### config.mk
export PLATFORM = sky130hd
export DESIGN_NAME = gct_timers
export DESIGN_NICKNAME = d
export VERILOG_FILES = /design/src/hw/gct_pkg.sv /design/src/hw/gct_edge_sync.sv /design/src/hw/gct_reload_timer.sv /design/src/hw/gct_timers.sv
export SDC_FILE = /design/constraint.sdc
export NUM_CORES = 1
export LEC_CHECK = 0
export ABC_AREA = 1
export BUFFER_PORTS_ARGS = -buffer_cell sky130_fd_sc_hd__buf_2
export CAP_MARGIN = 0
export CELL_PAD_IN_SITES_DETAIL_PLACEMENT = 1
export CELL_PAD_IN_SITES_GLOBAL_PLACEMENT = 2
export CORE_UTILIZATION = 25
export CTS_CLUSTER_SIZE = 25
export DETAILED_ROUTE_END_ITERATION = 6
export GPL_TIMING_DRIVEN = 0
export PLACE_DENSITY_LB_ADDON = 0.25
export SLEW_MARGIN = 15
export SYNTH_ARGS = -nofsm -noshare
export SYNTH_HDL_FRONTEND = slang
export SYNTH_SLANG_ARGS = --single-unit
export TNS_END_PERCENT = 10
### constraint.sdc
create_clock -name mclk -period 3.25 [get_ports mclk]
set_clock_uncertainty 0.1 [all_clocks]
set_input_delay 0 -clock mclk [delete_from_list [all_inputs] [get_ports mclk]]
set_output_delay 0 -clock mclk [all_outputs]
set_load 0.01 [all_outputs]
### src/hw/gct_pkg.sv
package gct_pkg;

    // ------------------------------------------------------------
    // Register offsets (byte addresses)
    // ------------------------------------------------------------
    localparam int unsigned ADR_W       = 6;
    localparam logic [5:0]  OFF_CLKCTL  = 6'h00;
    localparam logic [5:0]  OFF_MODE    = 6'h04;
    localparam logic [5:0]  OFF_TMRCTL  = 6'h08;
    localparam logic [5:0]  OFF_CNT0    = 6'h0c;
    localparam logic [5:0]  OFF_CNT1    = 6'h10;
    localparam logic [5:0]  OFF_CNT2    = 6'h14;
    localparam logic [5:0]  OFF_RLD2    = 6'h18;
    localparam logic [5:0]  OFF_CNT3    = 6'h1c;
    localparam logic [5:0]  OFF_RLD3    = 6'h20;
    localparam logic [5:0]  OFF_STATUS  = 6'h24;
    localparam logic [5:0]  OFF_MASK    = 6'h28;

    // ------------------------------------------------------------
    // Field positions and reset values
    // ------------------------------------------------------------
    localparam int unsigned CLK_DIVSEL_LSB = 0;
    localparam int unsigned CLK_T0_SYS_BIT = 2;
    localparam int unsigned CLK_T2_SYS_BIT = 4;
    localparam int unsigned MODE_STRIDE    = 4;
    localparam int unsigned MODE_CT_BIT    = 2;
    localparam int unsigned MODE_GATE_BIT  = 3;
    localparam int unsigned CTL_RUN0_BIT   = 0;
    localparam int unsigned CTL_POL0_BIT   = 2;
    localparam int unsigned CTL_T2_BASE    = 4;
    localparam int unsigned CTL_T23_STRIDE = 5;
    localparam int unsigned CTL_RUN_OFS    = 0;
    localparam int unsigned CTL_SPLIT_OFS  = 1;
    localparam int unsigned CTL_CAP_OFS    = 2;
    localparam int unsigned CTL_XCLK_OFS   = 3;
    localparam int unsigned STAT_W         = 6;
    localparam int unsigned ST_TF0         = 0;
    localparam int unsigned ST_TF1         = 1;
    localparam int unsigned ST_T2_LO       = 2;
    localparam logic [15:0] RST_REG        = 16'h0000;

    // ------------------------------------------------------------
    // Clock sources
    // ------------------------------------------------------------
    localparam int unsigned PRE_W       = 6;
    localparam int unsigned PRE_DIV [3] = '{12, 4, 48};
    localparam int unsigned EXT_DIV     = 8;
    localparam int unsigned NUM_SYNC    = 8;
    localparam int unsigned SY_EV0      = 0;
    localparam int unsigned SY_TMR_ZERO_PIN_GATING    = 2;
    localparam int unsigned SY_XOSC     = 4;
    localparam int unsigned SY_RTC      = 5;
    localparam int unsigned SY_CMP0     = 6;

    typedef enum logic [1:0] {
        MODE_13BIT   = 2'h0,
        MODE_16BIT   = 2'h1,
        MODE_RELOAD8 = 2'h2,
        MODE_SPLIT8  = 2'h3
    } gct_mode_e;

    typedef enum logic [1:0] {
        XCLK_DIV12 = 2'h0,
        XCLK_DIV8  = 2'h1,
        XCLK_CMP   = 2'h2,
        XCLK_RSVD  = 2'h3
    } gct_xclk_e;

endpackage

### src/hw/gct_edge_sync.sv
`timescale 1ns/1ps
module gct_edge_sync (
    input  wire logic mclk,
    input  wire logic reset_n,
    input  wire logic pin,
    output logic      level,
    output logic      rise,
    output logic      fall
);
    logic s1Q, s2Q, s3Q;
    wire  agree = (s2Q == s3Q);

    // Level held at least two cycles always gives one agreeing pair
    always_ff @(posedge mclk or negedge reset_n) begin
        if (!reset_n) begin
            s1Q   <= 1'b0;
            s2Q   <= 1'b0;
            s3Q   <= 1'b0;
            level <= 1'b0;
            rise  <= 1'b0;
            fall  <= 1'b0;
        end else begin
            s1Q   <= pin;
            s2Q   <= s1Q;
            s3Q   <= s2Q;
            level <= agree ? s3Q : level;
            rise  <= agree & s3Q & ~level;
            fall  <= agree & ~s3Q & level;
        end
    end
endmodule // gct_edge_sync

### src/hw/gct_reload_timer.sv
`timescale 1ns/1ps
module gct_reload_timer (
    input  wire logic        mclk,
    input  wire logic        reset_n,
    input  wire logic        tickLo,
    input  wire logic        tickHi,
    input  wire logic        run,
    input  wire logic        split,
    input  wire logic        capMode,
    input  wire logic        capEv,
    input  wire logic [1:0]  wrCnt,
    input  wire logic [1:0]  wrRld,
    input  wire logic [15:0] wdata,
    output logic      [15:0] cnt,
    output logic      [15:0] rld,
    output logic             ovfLo,
    output logic             ovfHi
);
    logic [15:0] cntD, rldD;
    wire  [15:0] inc16 = cnt + 16'h0001;
    wire  [7:0]  incLo = cnt[7:0] + 8'h01;
    wire  [7:0]  incHi = cnt[15:8] + 8'h01;

    always_comb begin
        cntD  = cnt;
        rldD  = rld;
        ovfLo = 1'b0;
        ovfHi = 1'b0;
        if (run && split) begin
            if (tickLo) begin
                ovfLo      = (cnt[7:0] == '1);
                cntD[7:0]  = ovfLo ? rld[7:0] : incLo;
            end
            if (tickHi) begin
                ovfHi      = (cnt[15:8] == '1);
                cntD[15:8] = ovfHi ? rld[15:8] : incHi;
            end
        end else if (run && tickLo) begin
            ovfHi = (cnt == '1);
            // Capture keeps the reload word as the measured value
            cntD  = (ovfHi && !capMode) ? rld : inc16;
        end
        if (capMode && !split && capEv) begin
            rldD  = cnt;
            ovfHi = 1'b1;
        end
        cntD[7:0]  = wrCnt[0] ? wdata[7:0]  : cntD[7:0];
        cntD[15:8] = wrCnt[1] ? wdata[15:8] : cntD[15:8];
        rldD[7:0]  = wrRld[0] ? wdata[7:0]  : rldD[7:0];
        rldD[15:8] = wrRld[1] ? wdata[15:8] : rldD[15:8];
    end

    always_ff @(posedge mclk or negedge reset_n) begin
        if (!reset_n) begin
            cnt <= gct_pkg::RST_REG;
            rld <= gct_pkg::RST_REG;
        end else begin
            cnt <= cntD;
            rld <= rldD;
        end
    end
endmodule // gct_reload_timer

### src/hw/gct_timers.sv
// The Wishbone register port and the register offsets were decided locally.
`timescale 1ns/1ps
module gct_timers (
    input  wire logic        mclk,
    input  wire logic        reset_n,
    input  wire logic        wb_cyc_i,
    input  wire logic        wb_stb_i,
    input  wire logic        wb_we_i,
    input  wire logic [5:0]  wb_adr_i,
    input  wire logic [3:0]  wb_sel_i,
    input  wire logic [31:0] wb_dat_i,
    output logic      [31:0] wb_dat_o,
    output logic             wb_ack_o,
    input  wire logic        tmr_zero_event_pin,
    input  wire logic        tmr_one_event_pin,
    input  wire logic        tmr_zero_gating_input,
    input  wire logic        tmr_one_gating_input,
    input  wire logic        extOscClk,
    input  wire logic        rtcClk,
    input  wire logic        cmpZeroOut,
    input  wire logic        cmpOneOut,
    output logic             irq
);
    // ------------------------------------------------------------
    // Bus decode
    // ------------------------------------------------------------
    logic [7:0]  clkCtlQ, modeQ;
    logic [15:0] tmrCtlQ;
    logic [gct_pkg::STAT_W-1:0] statusQ, statusD, maskQ, maskD, events;
    logic [15:0] cnt01 [2];
    logic [15:0] cnt23 [2];
    logic [15:0] rld23 [2];
    logic [1:0]  ovf01, hiOvf01, ovf23Lo, ovf23Hi;

    wire busReq   = wb_cyc_i & wb_stb_i & ~wb_ack_o;
    wire wrEn     = busReq & wb_we_i;
    wire rdEn     = busReq & ~wb_we_i;
    wire hitClk   = (wb_adr_i == gct_pkg::OFF_CLKCTL);
    wire hitMode  = (wb_adr_i == gct_pkg::OFF_MODE);
    wire hitCtl   = (wb_adr_i == gct_pkg::OFF_TMRCTL);
    wire hitCnt0  = (wb_adr_i == gct_pkg::OFF_CNT0);
    wire hitCnt1  = (wb_adr_i == gct_pkg::OFF_CNT1);
    wire hitCnt2  = (wb_adr_i == gct_pkg::OFF_CNT2);
    wire hitRld2  = (wb_adr_i == gct_pkg::OFF_RLD2);
    wire hitCnt3  = (wb_adr_i == gct_pkg::OFF_CNT3);
    wire hitRld3  = (wb_adr_i == gct_pkg::OFF_RLD3);
    wire hitStat  = (wb_adr_i == gct_pkg::OFF_STATUS);
    wire hitMask  = (wb_adr_i == gct_pkg::OFF_MASK);
    wire rdStat   = rdEn & hitStat;
    wire [1:0] be = wb_sel_i[1:0];
    wire [1:0] wrCnt01 = {wrEn & hitCnt1, wrEn & hitCnt0};
    wire [1:0] wrCnt23 = {wrEn & hitCnt3, wrEn & hitCnt2};
    wire [1:0] wrRld23 = {wrEn & hitRld3, wrEn & hitRld2};

    // Unmapped addresses are acknowledged and read as zero
    wire [31:0] rdData =
        ({32{hitClk}}  & {24'h000000, clkCtlQ}) |
        ({32{hitMode}} & {24'h000000, modeQ}) |
        ({32{hitCtl}}  & {16'h0000, tmrCtlQ}) |
        ({32{hitCnt0}} & {16'h0000, cnt01[0]}) |
        ({32{hitCnt1}} & {16'h0000, cnt01[1]}) |
        ({32{hitCnt2}} & {16'h0000, cnt23[0]}) |
        ({32{hitRld2}} & {16'h0000, rld23[0]}) |
        ({32{hitCnt3}} & {16'h0000, cnt23[1]}) |
        ({32{hitRld3}} & {16'h0000, rld23[1]}) |
        ({32{hitStat}} & {26'h0000000, statusQ}) |
        ({32{hitMask}} & {26'h0000000, maskQ});

    // Hardware set wins over the clearing read in the same cycle
    assign statusD = (statusQ & ~{gct_pkg::STAT_W{rdStat}}) | events;
    assign maskD   = (wrEn & hitMask & be[0]) ? wb_dat_i[gct_pkg::STAT_W-1:0] : maskQ;
    assign events  = {ovf23Hi[1], ovf23Lo[1], ovf23Hi[0], ovf23Lo[0], ovf01[1] | hiOvf01[0], ovf01[0]};

    always_ff @(posedge mclk or negedge reset_n) begin
        if (!reset_n) begin
            wb_ack_o <= 1'b0;
            wb_dat_o <= 32'h00000000;
            clkCtlQ  <= gct_pkg::RST_REG[7:0];
            modeQ    <= gct_pkg::RST_REG[7:0];
            tmrCtlQ  <= gct_pkg::RST_REG;
            statusQ  <= '0;
            maskQ    <= '0;
            irq      <= 1'b0;
        end else begin
            wb_ack_o <= busReq;
            wb_dat_o <= rdEn ? rdData : wb_dat_o;
            clkCtlQ  <= (wrEn & hitClk & be[0]) ? wb_dat_i[7:0] : clkCtlQ;
            modeQ    <= (wrEn & hitMode & be[0]) ? wb_dat_i[7:0] : modeQ;
            tmrCtlQ[7:0]  <= (wrEn & hitCtl & be[0]) ? wb_dat_i[7:0] : tmrCtlQ[7:0];
            tmrCtlQ[15:8] <= (wrEn & hitCtl & be[1]) ? wb_dat_i[15:8] : tmrCtlQ[15:8];
            statusQ  <= statusD;
            maskQ    <= maskD;
            irq      <= |(statusD & maskD);
        end
    end

    // ------------------------------------------------------------
    // Pin synchronisers and clock sources
    // ------------------------------------------------------------
    wire [gct_pkg::NUM_SYNC-1:0] pins = {cmpOneOut, cmpZeroOut, rtcClk, extOscClk, tmr_one_gating_input,
                                         tmr_zero_gating_input, tmr_one_event_pin, tmr_zero_event_pin};
    logic [gct_pkg::NUM_SYNC-1:0] syLvl, syRise, syFall;
    logic [2:0] preTick;
    logic [1:0] div8Tick;

    for (genvar s = 0; s < gct_pkg::NUM_SYNC; s++) begin : g_sync
        gct_edge_sync u_sync (
            .mclk    (mclk),
            .reset_n (reset_n),
            .pin     (pins[s]),
            .level   (syLvl[s]),
            .rise    (syRise[s]),
            .fall    (syFall[s])
        );
    end

    // Prescalers are free-running strobes, never derived clocks
    for (genvar p = 0; p < 3; p++) begin : g_pre
        localparam logic [gct_pkg::PRE_W-1:0] LAST = gct_pkg::PRE_W'(gct_pkg::PRE_DIV[p] - 1);
        logic [gct_pkg::PRE_W-1:0] cQ;
        assign preTick[p] = (cQ == LAST);
        always_ff @(posedge mclk or negedge reset_n) begin
            if (!reset_n) cQ <= '0;
            else cQ <= preTick[p] ? '0 : cQ + 1'b1;
        end
    end

    // Index 0 divides the real-time clock, index 1 the external oscillator
    for (genvar d = 0; d < 2; d++) begin : g_div8
        localparam int unsigned SRC = (d == 0) ? gct_pkg::SY_RTC : gct_pkg::SY_XOSC;
        localparam logic [2:0]  LAST = 3'(gct_pkg::EXT_DIV - 1);
        logic [2:0] cQ;
        assign div8Tick[d] = syRise[SRC] & (cQ == LAST);
        always_ff @(posedge mclk or negedge reset_n) begin
            if (!reset_n) cQ <= '0;
            else if (syRise[SRC]) cQ <= cQ + 1'b1;
        end
    end

    wire [1:0] divSel = clkCtlQ[gct_pkg::CLK_DIVSEL_LSB +: 2];
    wire shareTick = (divSel == 2'h3) ? div8Tick[1] : preTick[divSel];

    // ------------------------------------------------------------
    // Timers 0 and 1
    // ------------------------------------------------------------
    wire run1 = tmrCtlQ[gct_pkg::CTL_RUN0_BIT + 1];

    // Classic pair here, the reload pair follows below
    for (genvar i = 0; i < 2; i++) begin : g_t01
        localparam int unsigned SH = i * gct_pkg::MODE_STRIDE;
        gct_pkg::gct_mode_e mode;
        logic [15:0] cntQ, cntD;
        logic        ovfLo, ovfHi;
        assign mode = gct_pkg::gct_mode_e'(modeQ[SH +: 2]);
        wire ctSel  = modeQ[SH + gct_pkg::MODE_CT_BIT];
        wire gate   = modeQ[SH + gct_pkg::MODE_GATE_BIT];
        wire runBit = tmrCtlQ[gct_pkg::CTL_RUN0_BIT + i];
        wire pol    = tmrCtlQ[gct_pkg::CTL_POL0_BIT + i];
        wire sysSel = clkCtlQ[gct_pkg::CLK_T0_SYS_BIT + i];
        wire timerTick = sysSel | shareTick;
        wire tick   = ctSel ? syFall[gct_pkg::SY_EV0 + i] : timerTick;
        wire allow  = runBit & (~gate | (syLvl[gct_pkg::SY_TMR_ZERO_PIN_GATING + i] == pol));
        // Timer 1 stands still while asked for the split mode it lacks
        wire enable = allow & tick & ~((i == 1) && (mode == gct_pkg::MODE_SPLIT8));
        wire hiTick = (i == 0) && (mode == gct_pkg::MODE_SPLIT8) && run1 && timerTick;
        wire [7:0]  lo  = cntQ[7:0];
        wire [7:0]  hi  = cntQ[15:8];
        wire [12:0] c13 = {hi, lo[4:0]} + 13'h0001;
        wire [15:0] c16 = cntQ + 16'h0001;

        always_comb begin
            cntD  = cntQ;
            ovfLo = 1'b0;
            ovfHi = 1'b0;
            if (enable) begin
                unique case (mode)
                    gct_pkg::MODE_13BIT: begin
                        cntD  = {c13[12:5], lo[7:5], c13[4:0]};
                        ovfLo = (c13 == '0);
                    end
                    gct_pkg::MODE_16BIT: begin
                        cntD  = c16;
                        ovfLo = (c16 == '0);
                    end
                    gct_pkg::MODE_RELOAD8: begin
                        ovfLo     = (lo == '1);
                        cntD[7:0] = ovfLo ? hi : lo + 8'h01;
                    end
                    gct_pkg::MODE_SPLIT8: begin
                        ovfLo     = (lo == '1);
                        cntD[7:0] = lo + 8'h01;
                    end
                endcase
            end
            if (hiTick) begin
                ovfHi      = (hi == '1);
                cntD[15:8] = hi + 8'h01;
            end
            cntD[7:0]  = (wrCnt01[i] & be[0]) ? wb_dat_i[7:0]  : cntD[7:0];
            cntD[15:8] = (wrCnt01[i] & be[1]) ? wb_dat_i[15:8] : cntD[15:8];
        end

        always_ff @(posedge mclk or negedge reset_n) begin
            if (!reset_n) cntQ <= gct_pkg::RST_REG;
            else cntQ <= cntD;
        end

        assign cnt01[i]   = cntQ;
        assign ovf01[i]   = ovfLo;
        assign hiOvf01[i] = ovfHi;
    end

    // ------------------------------------------------------------
    // Timers 2 and 3
    // ------------------------------------------------------------
    for (genvar i = 0; i < 2; i++) begin : g_t23
        localparam int unsigned B = gct_pkg::CTL_T2_BASE + i * gct_pkg::CTL_T23_STRIDE;
        gct_pkg::gct_xclk_e xclk;
        assign xclk = gct_pkg::gct_xclk_e'(tmrCtlQ[B + gct_pkg::CTL_XCLK_OFS +: 2]);
        wire loSys = clkCtlQ[gct_pkg::CLK_T2_SYS_BIT + 2 * i];
        wire hiSys = clkCtlQ[gct_pkg::CLK_T2_SYS_BIT + 2 * i + 1];
        wire cmpEv = syRise[gct_pkg::SY_CMP0 + i];
        wire altTick = (xclk == gct_pkg::XCLK_DIV8) ? div8Tick[i] :
                       (xclk == gct_pkg::XCLK_CMP)  ? cmpEv : preTick[0];
        wire capEv = ((xclk == gct_pkg::XCLK_DIV8) & div8Tick[i]) |
                     ((xclk == gct_pkg::XCLK_CMP) & cmpEv);

        gct_reload_timer u_tmr (
            .mclk    (mclk),
            .reset_n (reset_n),
            .tickLo  (loSys | altTick),
            .tickHi  (hiSys | altTick),
            .run     (tmrCtlQ[B + gct_pkg::CTL_RUN_OFS]),
            .split   (tmrCtlQ[B + gct_pkg::CTL_SPLIT_OFS]),
            .capMode (tmrCtlQ[B + gct_pkg::CTL_CAP_OFS]),
            .capEv   (capEv),
            .wrCnt   ({2{wrCnt23[i]}} & be),
            .wrRld   ({2{wrRld23[i]}} & be),
            .wdata   (wb_dat_i[15:0]),
            .cnt     (cnt23[i]),
            .rld     (rld23[i]),
            .ovfLo   (ovf23Lo[i]),
            .ovfHi   (ovf23Hi[i])
        );
    end
endmodule // gct_timers

# After elaboration in Yosys (flattened, before gate mapping)
# Cells that the tools add are included.
[totals]
mem_bits_rw = 0
latchBits = 0
output_inout_bits = 34
reg_bits = 236
mem_bits_ro = 0
mem_count = 0
in_bits = 55
[op_classes]
shift = 0
multipliers = 0
bitwise_logic = 98
n_div = 0
reduce_logical = 48
n_mux = 67
addsub = 18
eq_ne = 51
order_cmp = 1
[ops]
columns = ["op", "n"]
rows = [
  ["$or A32 B32 Y32", 10],
  ["$and A32 B16 Y32", 7],
  ["$mux W8", 23],
  ["$mux W16", 10],
  ["$add A16 B1 Y16 const B", 4],
  ["$and A32 B6 Y32", 2],
  ["$and A32 B8 Y32", 2],
  ["$pmux W8 S4", 2],
  ["$add A8 B1 Y8 const B", 7],
  ["$eq A8 B8 Y1 const B", 7],
  ["$and A1 B1 Y1", 47],
  ["$eq A16 B16 Y1 const B", 2],
  ["$logic_not A16 Y1", 2],
  ["$pmux W8 S2", 2],
  ["$add A13 B1 Y13 const B", 2],
  ["$logic_not A13 Y1", 2],
  ["$eq A6 B5 Y1 const B", 4],
  ["$eq A6 B6 Y1 const B", 4],
  ["$mux W6", 4],
  ["$mux W1", 23],
  ["$add A6 B1 Y6 const B", 3],
  ["$eq A6 B4 Y1 const B", 3],
  ["$reduce_bool A3 Y1", 6],
  ["$reduce_and A2 Y1", 8],
  ["other kinds (26)", 97],
]

# Longest topological paths before layout
# Gate-level depths: netlist of the first run.
[depth]
ltp_word = 13
mapped_depth = 16

# Modules after synthesis
# Synthesis of the first run repeated with hierarchy kept, for this count alone.
[hier_totals]
hier_cells = 2023
area_unflattened_um2 = 14634.0
[by_module_without_submodules]
columns = ["module", "area_per_inst_um2", "seq_area_each_um2", "cells_per_inst", "instances"]
rows = [
  ["gct_timers", 8070.2, 2952.8, 1133, 1],
  ["gct_reload_timer", 2431.1, 800.8, 373, 2],
  ["gct_edge_sync", 212.7, 150.1, 18, 8],
]

# Worst setup path after synthesis of the first run
# Ideal clock, no wire load.
[synth_timing]
path_kind = "register to register"
from = "reg g_div8[1].cQ[0]"
to = "reg g_t01[0].cntQ[11]"
t_arrival_ps = 1803
path_stages_with_launch = 17
required_time_ps = 3031
setup_slack_ps = 1228
setup_time_ps = 119
period_less_slack_ps = 2022
path_cell_list = "dfrtp_1 -> ha_1 -> ha_1 -> nand2_1 -> o21ai_1 -> inv_1 -> nand2_1 -> nand2_1 -> nand2_1 -> o21ai_2 -> inv_2 -> nand2_1 -> nand2_1 -> nand2_1 -> nor2_1 -> nor2_1 -> nand2_1"
[synth_between]
elab_chain_cells = 8
elab_cells_between_ends = 12
[synth_rtl]
columns = ["item", "line_no", "text"]
rows = [
  ["from (decl)", "gct_timers.sv:132", "logic [2:0] cQ;"],
  ["from (signal assigned)", "gct_timers.sv:136", "else if (syRise[SRC]) cQ <= cQ + 1'b1;"],
  ["$eq A3 B3 Y1 *", "gct_timers.sv:133", "assign div8Tick[d] = syRise[SRC] & (cQ == LAST);"],
  ["$and A1 B1 Y1 *", "gct_timers.sv:133", ""],
  ["$mux W1 *", "gct_timers.sv:141", "wire shareTick = (divSel == 2'h3) ? div8Tick[1] : preTick[divSel];"],
  ["$or A1 B1 Y1 *", "gct_timers.sv:160", "wire timerTick = sysSel | shareTick;"],
  ["$mux W1", "gct_timers.sv:161", "wire tick = ctSel ? syFall[gct_pkg::SY_EV0 + i] : timerTick;"],
  ["$and A1 B1 Y1", "gct_timers.sv:164", "wire enable = allow & tick & ~((i == 1) && (mode == gct_pkg::MODE_SPLIT8));"],
  ["$reduce_bool A3 Y1 (no source line)", "--", ""],
  ["$reduce_and A2 Y1 (no source line)", "--", ""],
  ["to (signal assigned)", "gct_timers.sv:204", "if (!reset_n) cntQ <= gct_pkg::RST_REG;"],
  ["to (signal assigned)", "gct_timers.sv:205", "else cntQ <= cntD;"],
  ["to (decl)", "gct_timers.sv:152", "logic [15:0] cntQ, cntD;"],
]
# Every way passes the cells marked *; elsewhere a longest branch is shown, timed or not.
# A chain may end at the register's enable or synchronous reset.

# Worst setup path in the final report of the first run
[layout_timing]
from = "reg g_div8[1].cQ[0]"
to = "reg g_t01[0].cntQ[8]"
# Same word-level chain as after synthesis.

==> run_results.csv, run 1 <==
group,metric,value,unit
floorplanning,die_area,54730,sq um
floorplanning,num_rows,84,
status,status,"finished, violations left",
global_routing,grt_max_degree,85,
status,failed_checks,"DRC",
cts,root_buffer,"clkbuf_16",
cells_and_area,finalNetCount,1999,
placement,hpwl,43730,microns
worst_setup_path,critPathLaunch,"g_div8[1].cQ[0]",
pwr,ir_worst_vdd,0.3672,mV
floorplanning,core_area,52870,sq um
route,dr.pass1.iters,7,
cts,post_cts_resized,0,
route,wire_per_inst,21.17,microns
placement,place_area,14700,sq um
route,drtIter0Drc,791,
synth,syn_area,13450,sq um
sta,slew_headroom,49.75,%
sta,fmax,337.0,MHz
cts,clock_latency,0.59,ns
worst_setup_path,path_buf_inv,2,
worst_setup_path,critPathMaxStageDelay,0.43,ns
global_routing,grt_pass1_vias,13550,
sta,finalSetupViolCount,0,
cts,clkTransAtPathRegs,0.06,ns
synth,ys_ff_latch,220,
hold_path,whs_path_depth,6,
worst_setup_path,critPathMaxFanout,7,
sta,setup_slack,0.2828,ns
sta,hold_viol_final,0,
route,vias_per_cell,5.000,
global_routing,grt_usage,20.74,%
worst_setup_path,path_cells,"ha_1 > ha_1 > nand2_1 > o21ai_1 > inv_1 > nand2_1 > nand2_1 > nand2_1 > o21ai_2 > inv_2 > nand2_1 > nand3_1 > o211ai_1",
job,drv_cap,0,
worst_setup_path,r2r_slack,0.28,ns
cells_and_area,final_area,16080,sq um
route,num_vias,13120,
cts,cts_buffer_depth,3,
synth,synth_seq_area_share,40.93,%
cells_and_area,layout-drive-gt1-share,10.90,%
placement,post-place-ws,0.3072,ns
sta,rsz0062_at_grt,"false",
cells_and_area,diodes,0,
floorplanning,die_w,233.9,microns
placement,gp_congestion,0.8943,
worst_setup_path,worst_ep_arrival_time,3.34,ns
sta,fin_tns_setup,0,ns
worst_setup_path,crit_family,"simple AND/OR/NAND/NOR gates",
global_routing,grt_antenna_before_repair,0,
worst_setup_path,crit_slowest_cell,"o21ai_2",
sta,fin_crit,2.967,ns
synth,ys_types,57,
worst_setup_path,cp.required,3.62,ns
cells_and_area,area_delta_synth_final,19.54,%
placement,port_buffers,54,
cts,cts_buffers,28,
pwr,p_per_area,429.5,nW/um^2
cts,tritoncts,"built",
cells_and_area,mostFrequentLayoutCell,"nand2_1",
sta,fin_crit_sh,91.30,%
sta,worst_pin_slew,0.7537,ns
cts,numClockSinks,220,
cells_and_area,fin_util,30.41,%
worst_setup_path,worstReg2RegEnd,"g_t01[0].cntQ[8]",
synth,synthCells,1773,
hold_path,min_from,"wb_adr_i[1]",
pwr,power,0.006905,W
cells_and_area,layout_common_cells,"nand2_1, inv_1, dfrtp_1",
worst_setup_path,cpMostUsedCell,"nand2_1",
route,drcViolationCount,1,
floorplanning,initial_core_util,25.44,%
worst_setup_path,r2r-start,"g_div8[1].cQ[0]",
synth,ys_async_sr_fraction,100.0,%
route,ant_nets,0,
hold_path,min_to,"g_t01[0].cntQ[14]",
pwr,p_leak,7.172,nW
synth,synthFlopType,"dfrtp_1",
worst_setup_path,end_kind,"flip-flop",
global_routing,grt_pass1_wl,85460,microns
synth,syn_area_per_cell,7.586,sq um
worst_setup_path,crit_type,"reg -> reg",
synth,ys_warn_count,0,
route,drt_wl_total,55540,microns
cts,cts_htree_levels,1,
synth,synth_edf_count,0,
global_routing,gr-total-overflow,0,
worst_setup_path,r2r_cells,13,
floorplanning,die_h,233.9,microns
floorplanning,io_pins,89,
sta,slew_viol_final,0,
hold_path,hold_class,"in -> reg",
worst_setup_path,start_kind,"flip-flop",
[synthesized netlist by cell type, drive strengths merged (2+ instances only)]
library cell / number / area (sq um)
maj3: 2 / 20.02
o22ai: 22 / 137.6
o2111ai: 3 / 26.28
nand3b: 5 / 37.54
a211oi: 3 / 22.52
o211ai: 40 / 300.3
nor3b: 2 / 15.01
nand2: 427 / 1638
o221ai: 42 / 367.9
clkinv: 5 / 18.77
nor2: 164 / 729.4
nand3: 141 / 760.7
a22oi: 13 / 102.6
xor2: 35 / 306.5
a41oi: 2 / 17.52
buf: 36 / 235.2
xnor2: 8 / 70.07
inv: 238 / 895.9
dfrtp: 220 / 5505
o21ai: 179 / 918.4
a31oi: 10 / 62.56
clkbuf: 19 / 71.32
a221oi: 18 / 157.7
nor3: 9 / 78.83
nand4: 26 / 183.9
or2: 5 / 31.29
ha: 22 / 275.3
mux2: 8 / 90.09
a21oi: 61 / 312.8
a21boi: 2 / 15.01
[state kept, by name, summed over array words and instances, names as in the netlist, 2 cells and up]
signal,count
g_t01.cntQ,32
g_t23.u_tmr.cnt,32
g_t23.u_tmr.rld,32
g_pre.cQ,18
tmrCtlQ,16
wb_dat_o,16
clkCtlQ,8
g_sync.u_sync.level,8
g_sync.u_sync.s1Q,8
g_sync.u_sync.s2Q,8
g_sync.u_sync.s3Q,8
modeQ,8
g_div8.cQ,6
maskQ,6
statusQ,6
g_sync.u_sync.rise,4
g_sync.u_sync.fall,2
[tightest hold or removal path: stages]
cell and delay (ns):
buf_2 0.13, nor2_8 0.07, nand3_1 0.18, nor2_4 0.10, nand2_1 0.07, o211ai_1 0.07
[where the power goes]
part           internal (W)  total (W)  switching [W]
sequential          0.00292    0.00309       0.000173
combinational      0.000294   0.000747       0.000454
clock               0.00180    0.00306        0.00127
[per-stage QoR]
stage | hold WS, ns | cells
after global placement | 0.01003 | 2530
after CTS | 0.004020 | 2624
after global routing | 0.06619 | 2624
after floorplan | -0.3956 | 1788
final | 0.009397 | 2624
after detailed placement | -0.1049 | 2532
[kinds of logic after synthesis]
family                   count (synthesis)  share of synthesized area [%]
AO/OA/AOI/OAI                          400                          18.46
XOR/XNOR                                43                          2.800
adder cells (fa/ha/maj)                 24                          2.196
buffers and inverters                  298                          9.080
flip-flops                             220                          40.93
multiplexers                             8                         0.6699
other                                    1                        0.02788
AND/OR/NAND/NOR                        779                          25.84
[worst max-delay path by stage]
| stage | end | slack (ns) | cells past startpoint |
|---|---|---|---|
| final | g_t01[0].cntQ[8] | 0.28 | 13 |
| after global routing | g_t01[0].cntQ[8] | 0.06 | 13 |
| after CTS | g_t01[0].cntQ[8] | 0.23 | 13 |
| after detailed placement | g_t01[0].cntQ[11] | 0.31 | 16 |
| after global placement | g_t23[1].u_tmr.cnt[10] | -2.34 | 1 |
| after floorplan | g_t01[0].cntQ[11] | 1.23 | 16 |
[final cells by class]
| class | count | area [sq um] |
|---|---|---|
| Clock inverter | 6 | 108.9 |
| Fill cell | 6427 | 36790 |
| Inverter | 243 | 914.6 |
| Buffer | 55 | 306.5 |
| Multi-Input combinational cell | 1270 | 6779 |
| Sequential cell | 220 | 5505 |
| Timing Repair Buffer | 104 | 833.3 |
| Tap cell | 688 | 860.8 |
| Clock buffer | 38 | 768.2 |
[layer usage]
layer,part of all wire (%),GRT usage [%],vias up
li1,-,-,6241
met1,47,28.53,6587
met5,0,0,-
met2,48,35.11,230
met4,1.9,4.647,0
met3,3.5,1.787,61
[timing repair]
action	in CTS	in global routing
buffers inserted	0	0
endpoints found under the hold margin	373	0
hold buffers	48	0
Note: power is estimated with default switching activity, not from simulation.
==> run 2, diff against run 1 <==
--- a/config.mk
+++ b/config.mk
@@ -10,11 +10,11 @@
 export CAP_MARGIN = 0
 export CELL_PAD_IN_SITES_DETAIL_PLACEMENT = 1
 export CELL_PAD_IN_SITES_GLOBAL_PLACEMENT = 2
-export CORE_UTILIZATION = 25
+export CORE_UTILIZATION = 39
 export CTS_CLUSTER_SIZE = 25
 export DETAILED_ROUTE_END_ITERATION = 6
 export GPL_TIMING_DRIVEN = 0
-export PLACE_DENSITY_LB_ADDON = 0.25
+export PLACE_DENSITY = 0.88
 export SLEW_MARGIN = 15
 export SYNTH_ARGS = -nofsm -noshare
 export SYNTH_HDL_FRONTEND = slang
==> run 2 against run 1 <==
  * The run now ends clean
  * Wire length is 7.2% lower
  * Sequential power about the same
  * Register-to-register slack about the same
  * Sequential share of layout area rose by 0.60 points
  * Fmax is 0.33% higher
  * Via count rose by 1.8%
  * Global-route usage is 8.8 points higher
  * Die area fell by 36%
  * Non-clock buffer count is 3 lower
==> run_results.csv, run 2 (synthesized netlist as in run 1, its figures left out) <==
group,metric,value,unit
status,status,"complete, no violations",
route,drt_wl_total,51540,microns
worst_setup_path,critPathMaxStageDelay,0.39,ns
sta,worst_pin_slew,0.6844,ns
global_routing,grt_max_degree,96,
cells_and_area,layout_common_cells,"nand2_1, inv_1, dfrtp_1",
placement,port_buffers,54,
worst_setup_path,path_cells,"ha_1 > ha_1 > nand2_1 > o21ai_1 > inv_1 > nand2_1 > nand2_1 > nand2_1 > o21ai_2 > inv_2 > nand2_1 > nand3_1 > o211ai_1",
cts,numClockSinks,220,
cells_and_area,layout-drive-gt1-share,11.05,%
cells_and_area,mostFrequentLayoutCell,"nand2_1",
placement,gp_congestion,0.9272,
route,drtIter0Drc,817,
floorplanning,initial_core_util,39.91,%
cells_and_area,fin_util,46.89,%
placement,post-place-ws,0.4427,ns
worst_setup_path,worstReg2RegEnd,"g_t01[0].cntQ[15]",
pwr,p_leak,7.196,nW
placement,hpwl,39790,microns
cts,clkTransAtPathRegs,0.06,ns
cts,cts_buffers,27,
worst_setup_path,crit_slowest_cell,"dfrtp_1",
worst_setup_path,crit_type,"reg -> reg",
floorplanning,die_h,187.7,microns
worst_setup_path,end_kind,"flip-flop",
sta,fmax,338.1,MHz
global_routing,grt_pass1_wl,80640,microns
global_routing,grt_usage,29.58,%
global_routing,gr-total-overflow,0,
cts,cts_buffer_depth,3,
hold_path,hold_class,"in -> reg",
floorplanning,num_rows,67,
sta,finalSetupViolCount,0,
worst_setup_path,worst_ep_arrival_time,3.32,ns
sta,fin_crit_sh,91.00,%
floorplanning,io_pins,89,
hold_path,whs_path_depth,7,
hold_path,min_to,"maskQ[2]",
cts,tritoncts,"built",
cts,cts_htree_levels,1,
floorplanning,die_area,35230,sq um
pwr,p_per_area,447.7,nW/um^2
route,vias_per_cell,5.600,
route,ant_nets,0,
route,dr.pass1.iters,5,
worst_setup_path,cpMostUsedCell,"nand2_1",
route,drcViolationCount,0,
job,drv_cap,0,
floorplanning,die_w,187.7,microns
route,num_vias,13350,
cts,clock_latency,0.57,ns
pwr,ir_worst_vdd,0.4329,mV
sta,rsz0062_at_grt,"false",
global_routing,grt_antenna_before_repair,0,
worst_setup_path,r2r_cells,13,
floorplanning,core_area,33700,sq um
sta,slew_headroom,54.02,%
cts,root_buffer,"clkbuf_16",
global_routing,grt_pass1_vias,13830,
worst_setup_path,critPathLaunch,"g_div8[1].cQ[0]",
cells_and_area,finalNetCount,1995,
sta,hold_viol_final,0,
route,wire_per_inst,21.62,microns
cells_and_area,area_delta_synth_final,17.49,%
worst_setup_path,r2r-start,"g_div8[1].cQ[0]",
sta,slew_viol_final,0,
worst_setup_path,start_kind,"flip-flop",
hold_path,min_from,"wb_adr_i[5]",
worst_setup_path,critPathMaxFanout,7,
sta,fin_crit,2.957,ns
cells_and_area,diodes,0,
pwr,power,0.007075,W
worst_setup_path,r2r_slack,0.29,ns
cells_and_area,top_regs,"g_t01.cntQ (32), g_t23.u_tmr.cnt (32), g_t23.u_tmr.rld (32)",
sta,setup_slack,0.2926,ns
worst_setup_path,cp.required,3.61,ns
[run 2: power breakdown]
group          internal (W)  switching [W]  total [W]
clock               0.00197        0.00125    0.00322
combinational      0.000297       0.000462   0.000759
sequential          0.00292       0.000175    0.00310
[run 2: critical path: cells and delay by family, from the launching register on]
family / cells / cell delay (ns)
and+or+nand+nor: 6 / 1.04
AOI/OAI and AO/OA: 3 / 0.75
adders and majority gates: 2 / 0.38
buffers and inverters: 2 / 0.17
DFF: 1 / 0.39
[run 2: worst max-delay path by stage]
stage                     cells past startpoint                     end  slack, ns
final                                        13       g_t01[0].cntQ[15]       0.29
after global routing                         16       g_t01[0].cntQ[11]       0.14
after CTS                                    16       g_t01[0].cntQ[11]       0.41
after detailed placement                     16       g_t01[0].cntQ[11]       0.44
after global placement                        1  g_t23[1].u_tmr.cnt[10]      -1.97
after floorplan                              16       g_t01[0].cntQ[11]       1.23
[run 2: cell type report]
cell class / count / area [sq um]
Fill cell: 4235 / 17900
Multi-Input combinational cell: 1270 / 6779
Sequential cell: 220 / 5505
Inverter: 243 / 914.6
Timing Repair Buffer: 101 / 803.3
Clock buffer: 39 / 770.7
Tap cell: 448 / 560.5
Buffer: 55 / 306.5
Clock inverter: 8 / 161.4
[run 2: repair_timing]
item / CTS / global route
hold buffers: 45 / 0
buffers inserted: 0 / 0
endpoints found under the hold margin: 371 / 0
resized for setup: 0 / 0
[run 2: per-stage QoR]
step                      std cells  setup TNS, ns  hold WS [ns]  instance area, sq um
after detailed placement       2292              0      -0.08095                 14400
after global routing           2384              0        0.1030                 15800
final                          2384              0       0.04355                 15800
after global placement         2290        -426.10      0.008800                 14340
after floorplan                1788              0       -0.3956                 13510
after CTS                      2384              0       0.02275                 15800
[run 2: layer usage]
metal | up-vias | wire, microns | global-route usage, %
li1 | 6245 | - | -
met1 | 6678 | 22610 | 39.26
met2 | 340 | 24690 | 49.79
met3 | 88 | 2620 | 3.593
met4 | 0 | 1621 | 10.04
met5 | - | 0 | 0
==> run 3, diff against run 2 <==
--- a/config.mk
+++ b/config.mk
@@ -10,11 +10,11 @@
 export CAP_MARGIN = 0
 export CELL_PAD_IN_SITES_DETAIL_PLACEMENT = 1
 export CELL_PAD_IN_SITES_GLOBAL_PLACEMENT = 2
-export CORE_UTILIZATION = 39
+export CORE_UTILIZATION = 36
 export CTS_CLUSTER_SIZE = 25
 export DETAILED_ROUTE_END_ITERATION = 6
 export GPL_TIMING_DRIVEN = 0
-export PLACE_DENSITY = 0.88
+export PLACE_DENSITY = 0.82
 export SLEW_MARGIN = 15
 export SYNTH_ARGS = -nofsm -noshare
 export SYNTH_HDL_FRONTEND = slang
==> constraint.sdc (replaced) <==
create_clock -name mclk -period 3.3 [get_ports mclk]
set_clock_uncertainty 0.1 [all_clocks]
set_input_delay 0 -clock mclk [delete_from_list [all_inputs] [get_ports mclk]]
set_output_delay 0 -clock mclk [all_outputs]
set_load 0.01 [all_outputs]
==> run 3 against run 2 <==
  * Critical path depth up 3
  * Die area up 8.2%
  * Wire length up 1.5%
  * Cell count up 0.88%
  * Clock-buffer cell count down 2
  * Global-route usage down 1.6 points
  * Sequential power down 2%
  * Final area up 0.12%
  * Largest power group unchanged
==> run_results.csv, run 3 (synthesized netlist as in run 1, its figures left out) <==
group,metric,value,unit
status,status,"complete, no violations",
floorplanning,initial_core_util,36.65,%
global_routing,grt_antenna_before_repair,0,
sta,fin_crit,2.893,ns
global_routing,gr-total-overflow,0,
sta,hold_viol_final,0,
pwr,p_leak,7.196,nW
pwr,p_per_area,435.2,nW/um^2
cells_and_area,finalNetCount,1996,
cells_and_area,layout_common_cells,"nand2_1, inv_1, dfrtp_1",
placement,hpwl,40710,microns
cts,clkTransAtPathRegs,0.06,ns
global_routing,grt_usage,27.94,%
cts,cts_buffers,28,
cells_and_area,final_cells,2405,
pwr,ir_worst_vdd,0.4034,mV
placement,gp_congestion,0.9142,
route,drtIter0Drc,814,
sta,setup_slack,0.4071,ns
cts,root_buffer,"clkbuf_16",
route,num_vias,13290,
sta,fin_tns_setup,0,ns
cells_and_area,layout-drive-gt1-share,11.25,%
global_routing,grt_pass1_vias,13960,
global_routing,grt_pass1_wl,81630,microns
worst_setup_path,start_kind,"flip-flop",
floorplanning,num_rows,70,
cts,cts_htree_levels,1,
sta,finalSetupViolCount,0,
route,drt_wl_total,52300,microns
sta,slew_headroom,56.65,%
placement,post-place-ws,0.4286,ns
sta,fin_crit_sh,87.66,%
floorplanning,die_h,195.3,microns
cells_and_area,area_delta_synth_final,17.63,%
placement,dp.cells,2312,
cts,tritoncts,"built",
pwr,power,0.006886,W
job,drv_cap,0,
sta,worst_pin_slew,0.6502,ns
route,dr.pass1.iters,5,
placement,port_buffers,54,
cells_and_area,diodes,0,
cells_and_area,fill_cells,4575,
sta,fmax,345.7,MHz
worst_setup_path,cp.required,3.66,ns
floorplanning,die_area,38140,sq um
cts,numClockSinks,220,
route,drcViolationCount,0,
sta,slew_viol_final,0,
worst_setup_path,end_kind,"flip-flop",
route,ant_nets,0,
sta,rsz0062_at_grt,"false",
cells_and_area,regArea,5505,sq um
worst_setup_path,crit_type,"reg -> reg",
route,wire_per_inst,21.75,microns
cells_and_area,top_regs,"g_t01.cntQ (32), g_t23.u_tmr.cnt (32), g_t23.u_tmr.rld (32)",
hold_path,hold_class,"in -> reg",
floorplanning,core_area,36700,sq um
global_routing,grt_max_degree,92,
floorplanning,die_w,195.3,microns
worst_setup_path,worst_ep_arrival_time,3.25,ns
cts,cts_buffer_depth,3,
floorplanning,io_pins,89,
route,vias_per_cell,5.524,
cells_and_area,mostFrequentLayoutCell,"nand2_1",
cts,clock_latency,0.57,ns
cells_and_area,multiInputGateArea,6779,sq um
worst_setup_path,critPathMaxFanout,8,
run 3: cell count changes in the layout (fill, tap and decap cells not counted), sizes merged:
cell	before	now
clkbuf	58	56
bufinv	4	2
inv	240	238
clkinv	7	14
run 3: final timing paths:
check | from | endpoint | slack [ns] | cells past startpoint
hold / removal | wb_adr_i[1] | g_t01[0].cntQ[10] | 0.05 | 6
setup reg to reg | g_div8[1].cQ[0] | g_t01[0].cntQ[11] | 0.41 | 16
hold reg to reg | g_sync[3].u_sync.s1Q | g_sync[3].u_sync.s2Q | 0.25 | 0
min in group asynchronous | reset_n | g_sync[5].u_sync.s2Q | 0.43 | 4
setup / recovery | g_div8[1].cQ[0] | g_t01[0].cntQ[11] | 0.41 | 16
max in group asynchronous | reset_n | g_t01[0].cntQ[8] | 1.79 | 5
run 3: critical path: stages (launching register included):
cell	delay (ns)
dfrtp_1	0.39
ha_1	0.21
ha_1	0.17
nand2_1	0.22
o21ai_1	0.09
inv_1	0.06
nand2_1	0.09
nand2_1	0.17
nand2_1	0.16
o21ai_2	0.37
inv_2	0.11
nand2_1	0.15
nand2_1	0.20
nand2_1	0.11
nor2_1	0.04
nor2_1	0.10
nand2_1	0.05
run 3: per-stage QoR:
stage	utilization, %	hold slack (ns)	cell area, sq um
after floorplan	-	-0.3956	13510
after global placement	39.13	0.008346	14360
after detailed placement	39.31	-0.1577	14430
after CTS	43.11	0.007895	15820
after global routing	43.11	0.06291	15820
final	43.11	0.04859	15820
run 3: area by class of cell:
type	instances	area share [%]
buffer	55	1.938
inverter	243	5.781
tap	468	3.701
multi-input combinational	1270	42.85
timing repair buffer	101	5.077
sequential	220	34.80
clock inverter	11	0.8937
clock buffer	37	4.959
run 3: repair_timing:
| action | CTS | global route |
|---|---|---|
| gates resized for setup | 0 | 0 |
| hold buffers | 45 | 0 |
| endpoints found under the hold margin | 292 | 0 |
| setup endpoints to repair | 0 | 0 |
| setup buffers | 0 | 0 |
run 3: power by group:
group | internal [W] | switching [W]
logic | 0.000290 | 0.000450
registers | 0.00288 | 0.000171
clock network | 0.00183 | 0.00127
total | 0.00499 | 0.00189
run 3: metal layers:
metal	vias up	GRT usage, %	share of wire, %
met3	95	4.439	5.2
met5	-	0	0
met4	0	10.73	3.5
met1	6608	36.18	44
met2	342	46.73	47
li1	6240	-	-
